File: config.mk
export PLATFORM = sky130hd
export DESIGN_NAME = tws_slave
export DESIGN_NICKNAME = d
export VERILOG_FILES = /design/src/hdl/tws_pkg.sv /design/src/hdl/tws_line_if.sv /design/src/hdl/tws_slave.sv /design/src/hdl/tws_line_cond.sv
export SDC_FILE = /design/constraint.sdc
export NUM_CORES = 1
export LEC_CHECK = 0
export BUFFER_PORTS_ARGS = -buffer_cell sky130_fd_sc_hd__buf_2
export CORE_ASPECT_RATIO = 1.5
export CORE_MARGIN = 3
export CORE_UTILIZATION = 48
export CTS_CLUSTER_DIAMETER = 50
export DETAILED_ROUTE_END_ITERATION = 6
export HOLD_SLACK_MARGIN = 0.15
export PLACE_DENSITY_LB_ADDON = 0.2
export SETUP_SLACK_MARGIN = 0.1
export SYNTH_ARGS = -nofsm -noshare
export SYNTH_HDL_FRONTEND = slang
export SYNTH_SLANG_ARGS = --single-unit
File: constraint.sdc
create_clock -name clk -period 2.2 [get_ports clk]
set_input_delay 0.33 -clock clk [delete_from_list [all_inputs] [get_ports clk]]
set_output_delay 0.33 -clock clk [all_outputs]
set_load 0.01 [all_outputs]
File: src/hdl/tws_pkg.sv
package tws_pkg;
   // ****************************************************************
   // slave address and register space
   // ****************************************************************
   localparam logic [5:0] ADDR_UPPER = 6'h26;
   localparam logic [7:0] PTR_MAX = 8'h1e;
   localparam logic [7:0] PTR_RESET = 8'h00;
   localparam logic [3:0] BITS_PER_BYTE = 4'h8;
   localparam logic [3:0] LAST_TX_BIT = 4'h7;
   localparam logic RW_READ = 1'b1;
   localparam logic SDA_LOW = 1'b0;

   // ****************************************************************
   // port states
   // ****************************************************************
   typedef enum logic [3:0] {
      TWS_IDLE,
      TWS_ADDR,
      TWS_ADDR_ACK,
      TWS_PTR,
      TWS_PTR_ACK,
      TWS_WDATA,
      TWS_WDATA_ACK,
      TWS_RDATA,
      TWS_RDATA_ACK
   } tws_state_t;
endpackage

File: src/hdl/tws_line_if.sv
`timescale 1ns/1ps
`default_nettype none
interface tws_line_if;
   logic scl_rise;
   logic scl_fall;
   logic start;
   logic stop;
   logic sda_level;
   logic addr_sel;
   modport cond (output scl_rise, scl_fall, start, stop, sda_level,
      addr_sel);
   modport port (input scl_rise, scl_fall, start, stop, sda_level,
      addr_sel);
endinterface
`default_nettype wire

File: src/hdl/tws_slave.sv
// Overview of operation
// - first byte after start holds seven address bits then direction bit.
// - direction bit one means read, zero means write.
// - acknowledge a matching address on ninth pulse, else ignore transfer.
// - address is 100110 plus the address select pin as lowest bit.
// - data falling while clock high is a start of a new transfer.
// - data rising while clock high is a stop ending any sequence.
// - data changes only while clock low; changes while high are conditions.
// - every byte shifts most significant bit first.
// - first write byte sets the pointer, next byte writes that register.
// - pointer advances by one after each written byte.
// - pointer saturates at 0x1E and never wraps.
// - no acknowledge for a received pointer above 0x1E.
// - on a withheld acknowledge the data line stays released.
// - master not acknowledging ends the read and releases the line.
// - reads start at the loaded pointer and advance after each byte.
// - start without stop is a repeated start and is accepted.
// - device only pulls data low or releases it, never drives high.
`timescale 1ns/1ps
`default_nettype none
module tws_slave (
   input wire logic clk,
   input wire logic reset,
   input wire logic scl_in,
   input wire logic sda_in,
   output logic sda_out,
   output logic sda_oe,
   input wire logic address_select_pin,
   output logic [7:0] reg_addr,
   output logic [7:0] reg_wdata,
   output logic reg_wr,
   output logic reg_rd,
   input wire logic [7:0] reg_rdata,
   output logic busy
);
   // ****************************************************************
   // line conditioning
   // ****************************************************************
   tws_line_if line ();

   tws_line_cond u_cond (
      .clk(clk),
      .reset(reset),
      .scl_in(scl_in),
      .sda_in(sda_in),
      .address_select_pin(address_select_pin),
      .line(line)
   );

   // ****************************************************************
   // state
   // ****************************************************************
   tws_pkg::tws_state_t state_reg;
   tws_pkg::tws_state_t state_next;
   logic [3:0] bitcnt_reg;
   logic [3:0] bitcnt_next;
   logic [7:0] rx_reg;
   logic [7:0] rx_next;
   logic [7:0] tx_reg;
   logic [7:0] tx_next;
   logic [7:0] ptr_reg;
   logic [7:0] ptr_next;
   logic rw_reg;
   logic rw_next;
   logic mack_reg;
   logic mack_next;
   logic oe_reg;
   logic oe_next;
   logic wr_reg;
   logic wr_next;
   logic rd_reg;
   logic rd_next;
   logic [7:0] wdata_reg;
   logic [7:0] wdata_next;
   logic addr_match;
   logic byte_in;

   function automatic logic [7:0] ptr_step(input logic [7:0] p);
      if (p >= tws_pkg::PTR_MAX) begin
         ptr_step = tws_pkg::PTR_MAX;
      end else begin
         ptr_step = p + 8'h01;
      end
   endfunction

   assign addr_match = (rx_reg[7:1] == {tws_pkg::ADDR_UPPER,
      line.addr_sel});
   assign byte_in = line.scl_fall && (bitcnt_reg == tws_pkg::BITS_PER_BYTE);

   // ****************************************************************
   // next state
   // ****************************************************************
   always_comb begin
      state_next = state_reg;
      bitcnt_next = bitcnt_reg;
      rx_next = rx_reg;
      tx_next = tx_reg;
      ptr_next = ptr_reg;
      rw_next = rw_reg;
      mack_next = mack_reg;
      oe_next = oe_reg;
      wr_next = 1'b0;
      rd_next = 1'b0;
      wdata_next = wdata_reg;
      if (line.start) begin
         state_next = tws_pkg::TWS_ADDR;
         bitcnt_next = 4'h0;
         oe_next = 1'b0;
      end else if (line.stop) begin
         state_next = tws_pkg::TWS_IDLE;
         oe_next = 1'b0;
      end else begin
         if (line.scl_rise) begin
            case (state_reg)
               tws_pkg::TWS_ADDR, tws_pkg::TWS_PTR,
               tws_pkg::TWS_WDATA: begin
                  rx_next = {rx_reg[6:0], line.sda_level};
                  bitcnt_next = bitcnt_reg + 4'h1;
               end
               tws_pkg::TWS_RDATA_ACK: begin
                  mack_next = (line.sda_level == tws_pkg::SDA_LOW);
               end
               default: begin
               end
            endcase
         end
         if (line.scl_fall) begin
            case (state_reg)
               tws_pkg::TWS_ADDR: begin
                  if (byte_in) begin
                     if (addr_match) begin
                        oe_next = 1'b1;
                        rw_next = (rx_reg[0] == tws_pkg::RW_READ);
                        state_next = tws_pkg::TWS_ADDR_ACK;
                     end else begin
                        state_next = tws_pkg::TWS_IDLE;
                     end
                  end
               end
               tws_pkg::TWS_ADDR_ACK: begin
                  bitcnt_next = 4'h0;
                  if (rw_reg) begin
                     tx_next = reg_rdata;
                     rd_next = 1'b1;
                     oe_next = ~reg_rdata[7];
                     state_next = tws_pkg::TWS_RDATA;
                  end else begin
                     oe_next = 1'b0;
                     state_next = tws_pkg::TWS_PTR;
                  end
               end
               tws_pkg::TWS_PTR: begin
                  if (byte_in) begin
                     if (rx_reg <= tws_pkg::PTR_MAX) begin
                        ptr_next = rx_reg;
                        oe_next = 1'b1;
                        state_next = tws_pkg::TWS_PTR_ACK;
                     end else begin
                        oe_next = 1'b0;
                        state_next = tws_pkg::TWS_IDLE;
                     end
                  end
               end
               tws_pkg::TWS_WDATA: begin
                  if (byte_in) begin
                     wdata_next = rx_reg;
                     wr_next = 1'b1;
                     oe_next = 1'b1;
                     state_next = tws_pkg::TWS_WDATA_ACK;
                  end
               end
               tws_pkg::TWS_PTR_ACK: begin
                  oe_next = 1'b0;
                  bitcnt_next = 4'h0;
                  state_next = tws_pkg::TWS_WDATA;
               end
               tws_pkg::TWS_WDATA_ACK: begin
                  oe_next = 1'b0;
                  bitcnt_next = 4'h0;
                  ptr_next = ptr_step(ptr_reg);
                  state_next = tws_pkg::TWS_WDATA;
               end
               tws_pkg::TWS_RDATA: begin
                  if (bitcnt_reg == tws_pkg::LAST_TX_BIT) begin
                     oe_next = 1'b0;
                     ptr_next = ptr_step(ptr_reg);
                     state_next = tws_pkg::TWS_RDATA_ACK;
                  end else begin
                     tx_next = {tx_reg[6:0], 1'b0};
                     oe_next = ~tx_reg[6];
                     bitcnt_next = bitcnt_reg + 4'h1;
                  end
               end
               tws_pkg::TWS_RDATA_ACK: begin
                  bitcnt_next = 4'h0;
                  if (mack_reg) begin
                     tx_next = reg_rdata;
                     rd_next = 1'b1;
                     oe_next = ~reg_rdata[7];
                     state_next = tws_pkg::TWS_RDATA;
                  end else begin
                     oe_next = 1'b0;
                     state_next = tws_pkg::TWS_IDLE;
                  end
               end
               default: begin
               end
            endcase
         end
      end
   end

   // ****************************************************************
   // sequencing registers
   // ****************************************************************
   always_ff @(posedge clk) begin
      if (reset) begin
         state_reg <= tws_pkg::TWS_IDLE;
         bitcnt_reg <= 4'h0;
         rw_reg <= 1'b0;
         mack_reg <= 1'b0;
      end else begin
         state_reg <= state_next;
         bitcnt_reg <= bitcnt_next;
         rw_reg <= rw_next;
         mack_reg <= mack_next;
      end
   end

   // ****************************************************************
   // data path registers
   // ****************************************************************
   always_ff @(posedge clk) begin
      if (reset) begin
         rx_reg <= 8'h00;
         tx_reg <= 8'h00;
         ptr_reg <= tws_pkg::PTR_RESET;
         wdata_reg <= 8'h00;
      end else begin
         rx_reg <= rx_next;
         tx_reg <= tx_next;
         ptr_reg <= ptr_next;
         wdata_reg <= wdata_next;
      end
   end

   // ****************************************************************
   // pin and strobe outputs
   // ****************************************************************
   always_ff @(posedge clk) begin
      if (reset) begin
         oe_reg <= 1'b0;
         wr_reg <= 1'b0;
         rd_reg <= 1'b0;
      end else begin
         oe_reg <= oe_next;
         wr_reg <= wr_next;
         rd_reg <= rd_next;
      end
   end

   assign sda_out = tws_pkg::SDA_LOW;
   assign sda_oe = oe_reg;
   assign reg_addr = ptr_reg;
   assign reg_wdata = wdata_reg;
   assign reg_wr = wr_reg;
   assign reg_rd = rd_reg;
   assign busy = (state_reg != tws_pkg::TWS_IDLE);

   // ****************************************************************
   // checks
   // ****************************************************************
   logic quiet;
   assign quiet = !line.start && !line.stop;
endmodule
`default_nettype wire

File: src/hdl/tws_line_cond.sv
`timescale 1ns/1ps
`default_nettype none
module tws_line_cond (
   input wire logic clk,
   input wire logic reset,
   input wire logic scl_in,
   input wire logic sda_in,
   input wire logic address_select_pin,
   tws_line_if.cond line
);
   // ****************************************************************
   // pin synchronisers
   // ****************************************************************
   logic scl_meta_reg;
   logic scl_sync_reg;
   logic scl_prev_reg;
   logic sda_meta_reg;
   logic sda_sync_reg;
   logic sda_prev_reg;
   logic sel_meta_reg;
   logic sel_sync_reg;

   always_ff @(posedge clk) begin
      if (reset) begin
         scl_meta_reg <= 1'b1;
         scl_sync_reg <= 1'b1;
         scl_prev_reg <= 1'b1;
         sda_meta_reg <= 1'b1;
         sda_sync_reg <= 1'b1;
         sda_prev_reg <= 1'b1;
      end else begin
         scl_meta_reg <= scl_in;
         scl_sync_reg <= scl_meta_reg;
         scl_prev_reg <= scl_sync_reg;
         sda_meta_reg <= sda_in;
         sda_sync_reg <= sda_meta_reg;
         sda_prev_reg <= sda_sync_reg;
      end
   end

   always_ff @(posedge clk) begin
      if (reset) begin
         sel_meta_reg <= 1'b0;
         sel_sync_reg <= 1'b0;
      end else begin
         sel_meta_reg <= address_select_pin;
         sel_sync_reg <= sel_meta_reg;
      end
   end

   // ****************************************************************
   // line events
   // ****************************************************************
   assign line.scl_rise = scl_sync_reg & ~scl_prev_reg;
   assign line.scl_fall = ~scl_sync_reg & scl_prev_reg;
   // data edge while clock stays high
   assign line.start = scl_sync_reg & scl_prev_reg & sda_prev_reg &
      ~sda_sync_reg;
   assign line.stop = scl_sync_reg & scl_prev_reg & ~sda_prev_reg &
      sda_sync_reg;
   assign line.sda_level = sda_sync_reg;
   assign line.addr_sel = sel_sync_reg;
endmodule
`default_nettype wire

==> results of run 1 <==
==> power by group <==
| part | total [uW] | internal [uW] | switching (uW) |
|---|---|---|---|
| Sequential | 958 | 949 | 9.27 |
| Combinational | 72.8 | 31.5 | 41.3 |
| Clock | 570 | 232 | 338 |
==> layer usage <==
metal  vias to the layer above  routed length [um]  part of all wire (%)  GRT usage [%]
li1                       1095                   -                     -              -
met5                         -                   0                     0              0
met4                         0                 321                   5.6           13.8
met3                        19                 208                   3.6           3.66
met2                        59                2790                    48           33.1
met1                      1003                2450                    42           23.2
==> through the flow <==
step | utilization [%] | total power (uW)
after detailed placement | 54.9 | 1050
after CTS | 56.7 | 1620
after floorplan | - | 1030
final | 57.2 | 1600
after global placement | 54.9 | 1050
after global routing | 57.2 | 1660
==> worst max-delay path, delay by kind of cell, from the launching register on <==
kind	cells	cell delay [ns]
flip-flops	1	0.38
AO/OA/AOI/OAI	2	0.82
AND/OR/NAND/NOR	3	0.62
==> layout make-up <==
class                      instances  area [sq um]
fill                             498          2210
timing repair buffer              47           285
clock inverter                     3          25.0
inverter                          10          37.5
multi-input combinational        205          1410
sequential                        52          1040
tap                               68          85.1
clock buffer                       5          68.8
==> worst max-delay path by stage <==
stage               slack (ns)     startpoint            end
floorplan                 0.49  bitcnt_reg[0]    reg_addr[1]
global placement          0.26   state_reg[1]    reg_addr[1]
detailed placement        0.21   state_reg[1]    reg_addr[2]
CTS                       0.18   state_reg[1]    reg_addr[2]
global route              0.17   state_reg[3]  bitcnt_reg[3]
finish                    0.29      rx_reg[2]   state_reg[1]
==> cells by family (layout without fill, tap and decap cells) <==
kind of cell    count (synthesis)  count (layout)
flops                          52              52
mux                            23              23
other cells                     1               1
compound gates                 65              65
xor+xnor                        3               3
simple gates                  109             109
buf+inv                        25              65
fa+ha+maj                       4               4
==> what timing repair did <==
| item | in CTS | in global routing |
|---|---|---|
| setup buffers | 0 | 1 |
| setup endpoints to repair | 0 | 15 |
| resized for setup | 0 | 3 |
==> cells in the mapped netlist, types with 3 or more instances <==
library cell	n	area, sq um
dfxtp_1	52	1040
o2111ai_1	5	43.8
nand4_1	5	31.3
o21ai_0	10	50.1
and2_1	4	25.0
nand2_1	6	22.5
a31o_2	4	35.0
a211oi_1	12	90.1
or2_2	9	56.3
mux2i_1	23	230
nand3_1	7	35.0
nor3_1	5	25.0
a21oi_1	11	55.1
or3_1	3	18.8
nor2b_1	7	43.8
ha_1	4	50.1
and3b_1	5	43.8
buf_4	5	37.5
inv_1	10	37.5
nand4b_1	3	26.3
clkbuf_1	7	26.3
o22ai_1	3	18.8
nor2_1	40	150
nand2b_1	3	18.8
==> results.cfg, run 1 <==
[synthesis]
synth_nets = 299
yosys.area_share.simple_pct = 24.3
synth-async-reset-ratio_pct = 0
synth_compound_area_share_pct = 18.5
synth_flop_cell = dfxtp_1
syn-mean-instance-area_sq_um = 9.09
synth_top_family_by_area = simple AND/OR/NAND/NOR gates
muxShareOfSynthArea_pct = 8.98
yosys.area_share.adder_pct = 1.95
synthCells = 282
yosysUniqueCellTypes = 57
synth_xor_area_share_pct = 1.02
ys_ff_latch = 52
mappedNetlistArea_sq_mm = 0.00256
ys_seq_area_share_pct = 40.6
yosys_warnings = 0
synth-edff-count = 0

[critical_path]
cp_cell_sequence = nor4b_1 > nand4_1 > o311ai_0 > nor3_1 > a211oi_1
worstPathMaxFanout = 5
r2r_end = state_reg[1]
critical_path_class = reg -> reg
slowest_delay_ns = 0.60
required_ns = 2.43
reg2reg_depth = 5
end_kind = flop
worstPathArrival_ns = 2.14
timing.rr.start = rx_reg[2]
r2r_slack_ns = 0.29
slowest_stage = o311ai_0
startpoint_type = flop

[drt]
drt_iter0_drc = 116
vias = 2176
wirelength_um = 5770
vias_per_cell = 5.58
antenna_left = 0
dr.pass1.iters = 7
drc_errors = 0
routedWlPerCell_um = 14.8

[clock_tree]
cts_root_buf = clkbuf_8
cts_buffer_depth = 2
ctsHoldBuffers = 0
cts-buffers-inserted = 5
clk_latency_ns = 0.31
tritoncts = done
htree_levels = 2
cts_sinks = 52
clk_pin_slew_ns = 0.10

[finish]
area_delta_synth_final_pct = 15.2
final_common_cell = dfxtp_1
antenna_cells = 0
instances_no_fill = 390
layout_common_cells = dfxtp_1, nor2_1, buf_2
drive_gt1_share_pct = 24.2
layout.nets = 338
stdcell_area_sq_mm = 0.00295

[hold_path]
worst_hold_path.endpoint = u_cond.scl_meta_reg
min_from = scl_in
min_path_cells = 2
hold_class = in -> reg

[sta]
setup_ws_ns = 0.292
tightest_slew_ns = 0.629
relSlewSlack_pct = 57.5
skew_ns = 0.00826
timing.setup.tns_ns = 0
fin_crit_sh_pct = 86.7
worst_hold_slack_ns = 0.197
fmax_mhz = 524
drv_slew = 0
rsz0062_at_grt = false
hold_viol = 0
setup_violations = 0
fin_crit_ns = 1.91

[grt]
grt_use_total_pct = 20.1
grt_max_degree = 43
antenna_found_initial = 0
grt_pass1_wl_um = 9740
overflow = 0
grt_pass1_vias = 2049

[floorplanning]
core_sq_mm = 0.00516
io_pins = 34
die_area_sq_mm = 0.00627
die_x_um = 65.7
core.rowCount = 32
start_util_pct = 49.6
chipHeight_um = 95.5

[power]
p_leak_uw = 0.00130
power.density_mw_per_mm2 = 542
ir_drop_v = 0.000354

[place]
io_buffers = 32
pre_cts_ws_ns = 0.206
place_hpwl_um = 4310
placed_area_sq_mm = 0.00284
globalplace.congestion = 0.950
placedCellCount = 381

[job]
cap_violations = 0

[run_status]
status = complete, no violations
Power figures use the tool's default switching activity.
==> run 2, diff against run 1 <==
CORE_UTILIZATION = 59   (was 48)
CTS_BUF_LIST = sky130_fd_sc_hd__clkbuf_8   (was unset)
==> run 2 against run 1 <==
Compared with the run above: final area shrank 1.7%; count of clock-buffer cells in the layout unchanged; worst setup slack better by 0.046 ns; critical path depth unchanged; largest cell class unchanged.
==> results.cfg, run 2 (same netlist as run 1, synthesis figures left out) <==
[run_status]
status = complete, no violations

[finish]
antenna_cells = 0
fillers = 336
layout_common_cells = dfxtp_1, nor2_1, buf_2
instances_no_fill = 364
final_common_cell = dfxtp_1
layout.nets = 335
area_delta_synth_final_pct = 13.3
drive_gt1_share_pct = 24.5

[hold_path]
worst_hold_path.endpoint = u_cond.sda_meta_reg
min_path_cells = 2
hold_class = in -> reg
min_from = sda_in

[power]
p_leak_uw = 0.00129
swShare_pct = 23.4
p_int_uw = 1210
p_sw_uw = 370
power_frac_comb_pct = 4.7
pwr-share-seq_pct = 60.7
p_clk_share_pct = 34.6
ir_drop_v = 0.000549
power.density_mw_per_mm2 = 544

[grt]
grt_pass1_wl_um = 9490
grt_use_total_pct = 23.7
grt_max_degree = 26
grt_pass1_vias = 2079
overflow = 0
antenna_found_initial = 0

[sta]
setup_violations = 0
fin_crit_sh_pct = 84.6
fmax_mhz = 537
rsz0062_at_grt = false
skew_ns = 0.0114
hold_viol = 0
fin_crit_ns = 1.86
drv_slew = 0
worst_hold_slack_ns = 0.198
timing.setup.tns_ns = 0

[critical_path]
r2r_slack_ns = 0.34
worstPathMaxFanout = 18
timing.rr.start = state_reg[3]
r2r_end = bitcnt_reg[3]
worstPathArrival_ns = 2.09
startpoint_type = flop
critical_path_class = reg -> reg
reg2reg_depth = 5
required_ns = 2.43
end_kind = flop

[drt]
vias = 2220
antenna_left = 0
dr.pass1.iters = 5
routedWlPerCell_um = 15.3
vias_per_cell = 6.10
wirelength_um = 5570
drt_iter0_drc = 79
drc_errors = 0

[clock_tree]
clk_pin_slew_ns = 0.09
htree_levels = 2
cts_sinks = 52
cts_buffer_depth = 2
clk_latency_ns = 0.31
cts_root_buf = clkbuf_8
cts-buffers-inserted = 5
tritoncts = done
ctsHoldBuffers = 0

[floorplanning]
die_x_um = 59.8
core.rowCount = 28
chipHeight_um = 86.7
start_util_pct = 63.1
io_pins = 34
core_sq_mm = 0.00406
die_area_sq_mm = 0.00519

[place]
io_buffers = 32
placedCellCount = 355
place_hpwl_um = 4210
globalplace.congestion = 0.949

[job]
cap_violations = 0
## run 2: changes by cell type in the layout (fill, tap and decap cells not counted)
cell        change
buf_4           -3
dfxtp_1         -2
dfxtp_2         +2
clkinv_2        +1
clkinv_4        +1
clkinvlp_4      -1
inv_6           -1
o21a_1          -1
o21a_2          +1
## run 2: worst max-delay path by stage
| stage | start | end | slack, ns | depth (start not counted) |
|---|---|---|---|---|
| 3_5_place_dp | state_reg[2] | reg_addr[1] | 0.20 | 5 |
| 5_1_grt | rx_reg[2] | state_reg[1] | 0.16 | 5 |
| 3_3_place_gp | state_reg[3] | bitcnt_reg[3] | 0.22 | 5 |
| 4_1_cts | state_reg[2] | reg_addr[1] | 0.17 | 5 |
| 6_report | state_reg[3] | bitcnt_reg[3] | 0.34 | 5 |
| 2_1_floorplan | bitcnt_reg[0] | reg_addr[1] | 0.49 | 7 |
## run 2: repair_timing
item	4_1_cts	5_1_grt
resized for setup	0	6
endpoints found under the setup margin	0	16
buffers inserted	0	1
## run 2: final cells by class
class	instances	area [sq um]	area share, %
multi-input cells	205	1410	48.5
flip-flops and latches	52	1050	36.1
clock inverters	3	22.5	0.776
well taps	45	56.3	1.94
repair buffers	44	263	9.05
clock buffers	5	68.8	2.37
inverters	10	37.5	1.29
## run 2: worst max-delay path, cell delays in order, from the launching register on
cell and delay, ns:
dfxtp_2 0.50, nor4b_4 0.40, a211o_1 0.20, nand3_1 0.08, a221o_1 0.38, o31ai_1 0.22
## run 2: through the flow
| step | util (%) | total power (uW) | setup WS, ns | cell area [sq um] |
|---|---|---|---|---|
| after detailed placement | 68.5 | 1050 | 0.201 | 2790 |
| after CTS | 70.8 | 1600 | 0.167 | 2880 |
| after global routing | 71.5 | 1660 | 0.163 | 2900 |
| final | 71.5 | 1580 | 0.338 | 2900 |
| after floorplan | - | 1030 | 0.489 | 2560 |
| after global placement | 68.5 | 1050 | 0.219 | 2790 |
## run 2: power by group through the flow
| stage | Combinational (uW) | Clock (uW) | Sequential, uW |
|---|---|---|---|
| after global routing | 83.4 | 619 | 960 |
| after global placement | 74.0 | 0 | 979 |
| after floorplan | 51.3 | 0 | 976 |
| after detailed placement | 73.8 | 0 | 979 |
| after CTS | 74.2 | 570 | 958 |
| final | 74.4 | 547 | 958 |
## run 2: routing by layer
metal,global-route usage (%),vias up,part of all wire [%]
met3,5.37,14,4.7
met2,39.9,67,52
met5,0,-,0
met1,27.4,1043,41
li1,-,1096,-
met4,11.7,0,2.9
==> run 3, diff against run 2 <==
CORE_UTILIZATION = 54   (was 59)
clock period = 1.5 ns   (was 2.2 ns; I/O delays follow)
==> run 3 against run 2 <==
Compared with the run above: the run now ends with negative setup slack left; global-route usage grew 2.5 points; worst setup slack got worse by 0.68 ns; count of clock-buffer cells in the layout unchanged.
==> results.cfg, run 3 (same netlist as run 1, synthesis figures left out) <==
[critical_path]
worstPathMaxFanout = 3
end_kind = flop
endpoint = rw_reg
timing.rr.start = rx_reg[2]
required_ns = 1.71
worstPathArrival_ns = 2.05
r2r_end = rw_reg
crit_start = rx_reg[2]
critical_path_class = reg -> reg
startpoint_type = flop
r2r_slack_ns = -0.34
reg2reg_depth = 6

[sta]
hold_viol = 0
setup_violations = 42
skew_ns = 0.00605
fin_crit_ns = 1.84
setup_ws_ns = -0.341
fin_crit_sh_pct = 123
rsz0062_at_grt = true
drv_slew = 0
fmax_mhz = 543

[place]
place_hpwl_um = 4800
pre_cts_ws_ns = -0.255
io_buffers = 32
globalplace.congestion = 0.928

[drt]
vias_per_cell = 5.96
drt_iter0_drc = 182
drc_errors = 0
wirelength_um = 8120
vias = 2686
antenna_left = 0
routedWlPerCell_um = 18.0
dr.pass1.iters = 4

[floorplanning]
die_area_sq_mm = 0.00563
core.rowCount = 30
die_x_um = 62.3
start_util_pct = 56.4
io_pins = 34
chipHeight_um = 90.4
core_sq_mm = 0.00454

[clock_tree]
cts_sinks = 52
cts_root_buf = clkbuf_8
tritoncts = done
clk_latency_ns = 0.32
clk_pin_slew_ns = 0.11
cts_buffer_depth = 2
htree_levels = 2
cts-buffers-inserted = 5

[run_status]
status = complete, but fails checks
violations = negative setup slack

[grt]
grt_pass1_vias = 2652
overflow = 0
grt_use_total_pct = 26.2
grt_max_degree = 43
antenna_found_initial = 0
grt_pass1_wl_um = 12000

[finish]
layout.nets = 403
antenna_cells = 0
fillers = 266
area_delta_synth_final_pct = 48.0
drive_gt1_share_pct = 47.0
final_common_cell = buf_4
final_core_util_pct = 83.6
layout_common_cells = buf_4, dfxtp_1, nor2_1

[power]
p_leak_uw = 0.00174
power.density_mw_per_mm2 = 649
ir_drop_v = 0.000698

[hold_path]
hold_class = in -> reg
min_path_cells = 3

[job]
cap_violations = 0
==> run 3: cell count changes in the layout (fill, tap and decap cells not counted), sizes merged <==
cell	previous run	this run
clkinv	2	0
dlygate4sd3	0	4
buf	44	105
inv	11	13
or2	10	11
clkbuf	5	7
==> run 3: metrics by stage <==
step | setup TNS [ns] | hold slack, ns | power (uW) | std cells | cell area (sq um)
4_1_cts | -5.00 | 0.242 | 2440 | 445 | 3610
3_5_place_dp | -6.57 | 0.401 | 1570 | 424 | 3240
5_1_grt | -10.94 | 0.276 | 2530 | 451 | 3790
3_3_place_gp | -5.50 | 0.393 | 1570 | 424 | 3240
6_report | -8.13 | 0.250 | 2460 | 451 | 3790
2_1_floorplan | -2.44 | 0.329 | 1510 | 282 | 2630
==> run 3: cell type report <==
class                           instances  area [sq um]  share of cell area [%]
Clock buffer                            5          68.8                    1.81
Inverter                               10          37.5                   0.989
Timing Repair Buffer                  111           906                    23.9
Sequential cell                        52          1060                    28.0
Tap cell                               64          80.1                    2.11
Clock inverter                          3          28.8                   0.758
Multi-Input combinational cell        206          1610                    42.5
==> run 3: report_power, final <==
part           leakage [uW]  switching [uW]  total, uW  internal (uW)
combinational       0.00127            87.3        176           88.6
clock             0.0000511             533        887            353
sequential         0.000426            12.8       1400           1390
total               0.00174             633       2460           1830
==> run 3: critical path, stage by stage (launching register included) <==
cell	delay, ns
dfxtp_2	0.34
nor4b_2	0.28
nand4_1	0.26
buf_4	0.23
nor3_4	0.18
mux2i_1	0.36
nor2_1	0.08
==> run 3: worst min path at each step <==
stage	startpoint	to
2_1_floorplan	scl_in	u_cond.scl_meta_reg
3_3_place_gp	u_cond.sda_meta_reg	u_cond.line.sda_level
3_5_place_dp	u_cond.scl_meta_reg	u_cond.scl_sync_reg
4_1_cts	reg_rdata[5]	tx_reg[5]
5_1_grt	reg_rdata[5]	tx_reg[5]
6_report	reg_rdata[5]	tx_reg[5]
==> run 3: repair_timing <==
item | CTS | global route
setup endpoints to repair | 44 | 45
gates resized for setup | 48 | 28
hold buffers | 4 | 0
pin swaps | 17 | 34
hold endpoints to repair | 4 | 0
cloned | 1 | 3
buffers inserted | 8 | 3
==> run 3: metal layers <==
metal	share of wire [%]	global-route usage, %	vias to the layer above
met2	54	49.8	116
met3	4.9	4.36	52
li1	-	-	1238
met4	6.3	16.0	0
met1	35	25.9	1280
met5	0	0	-
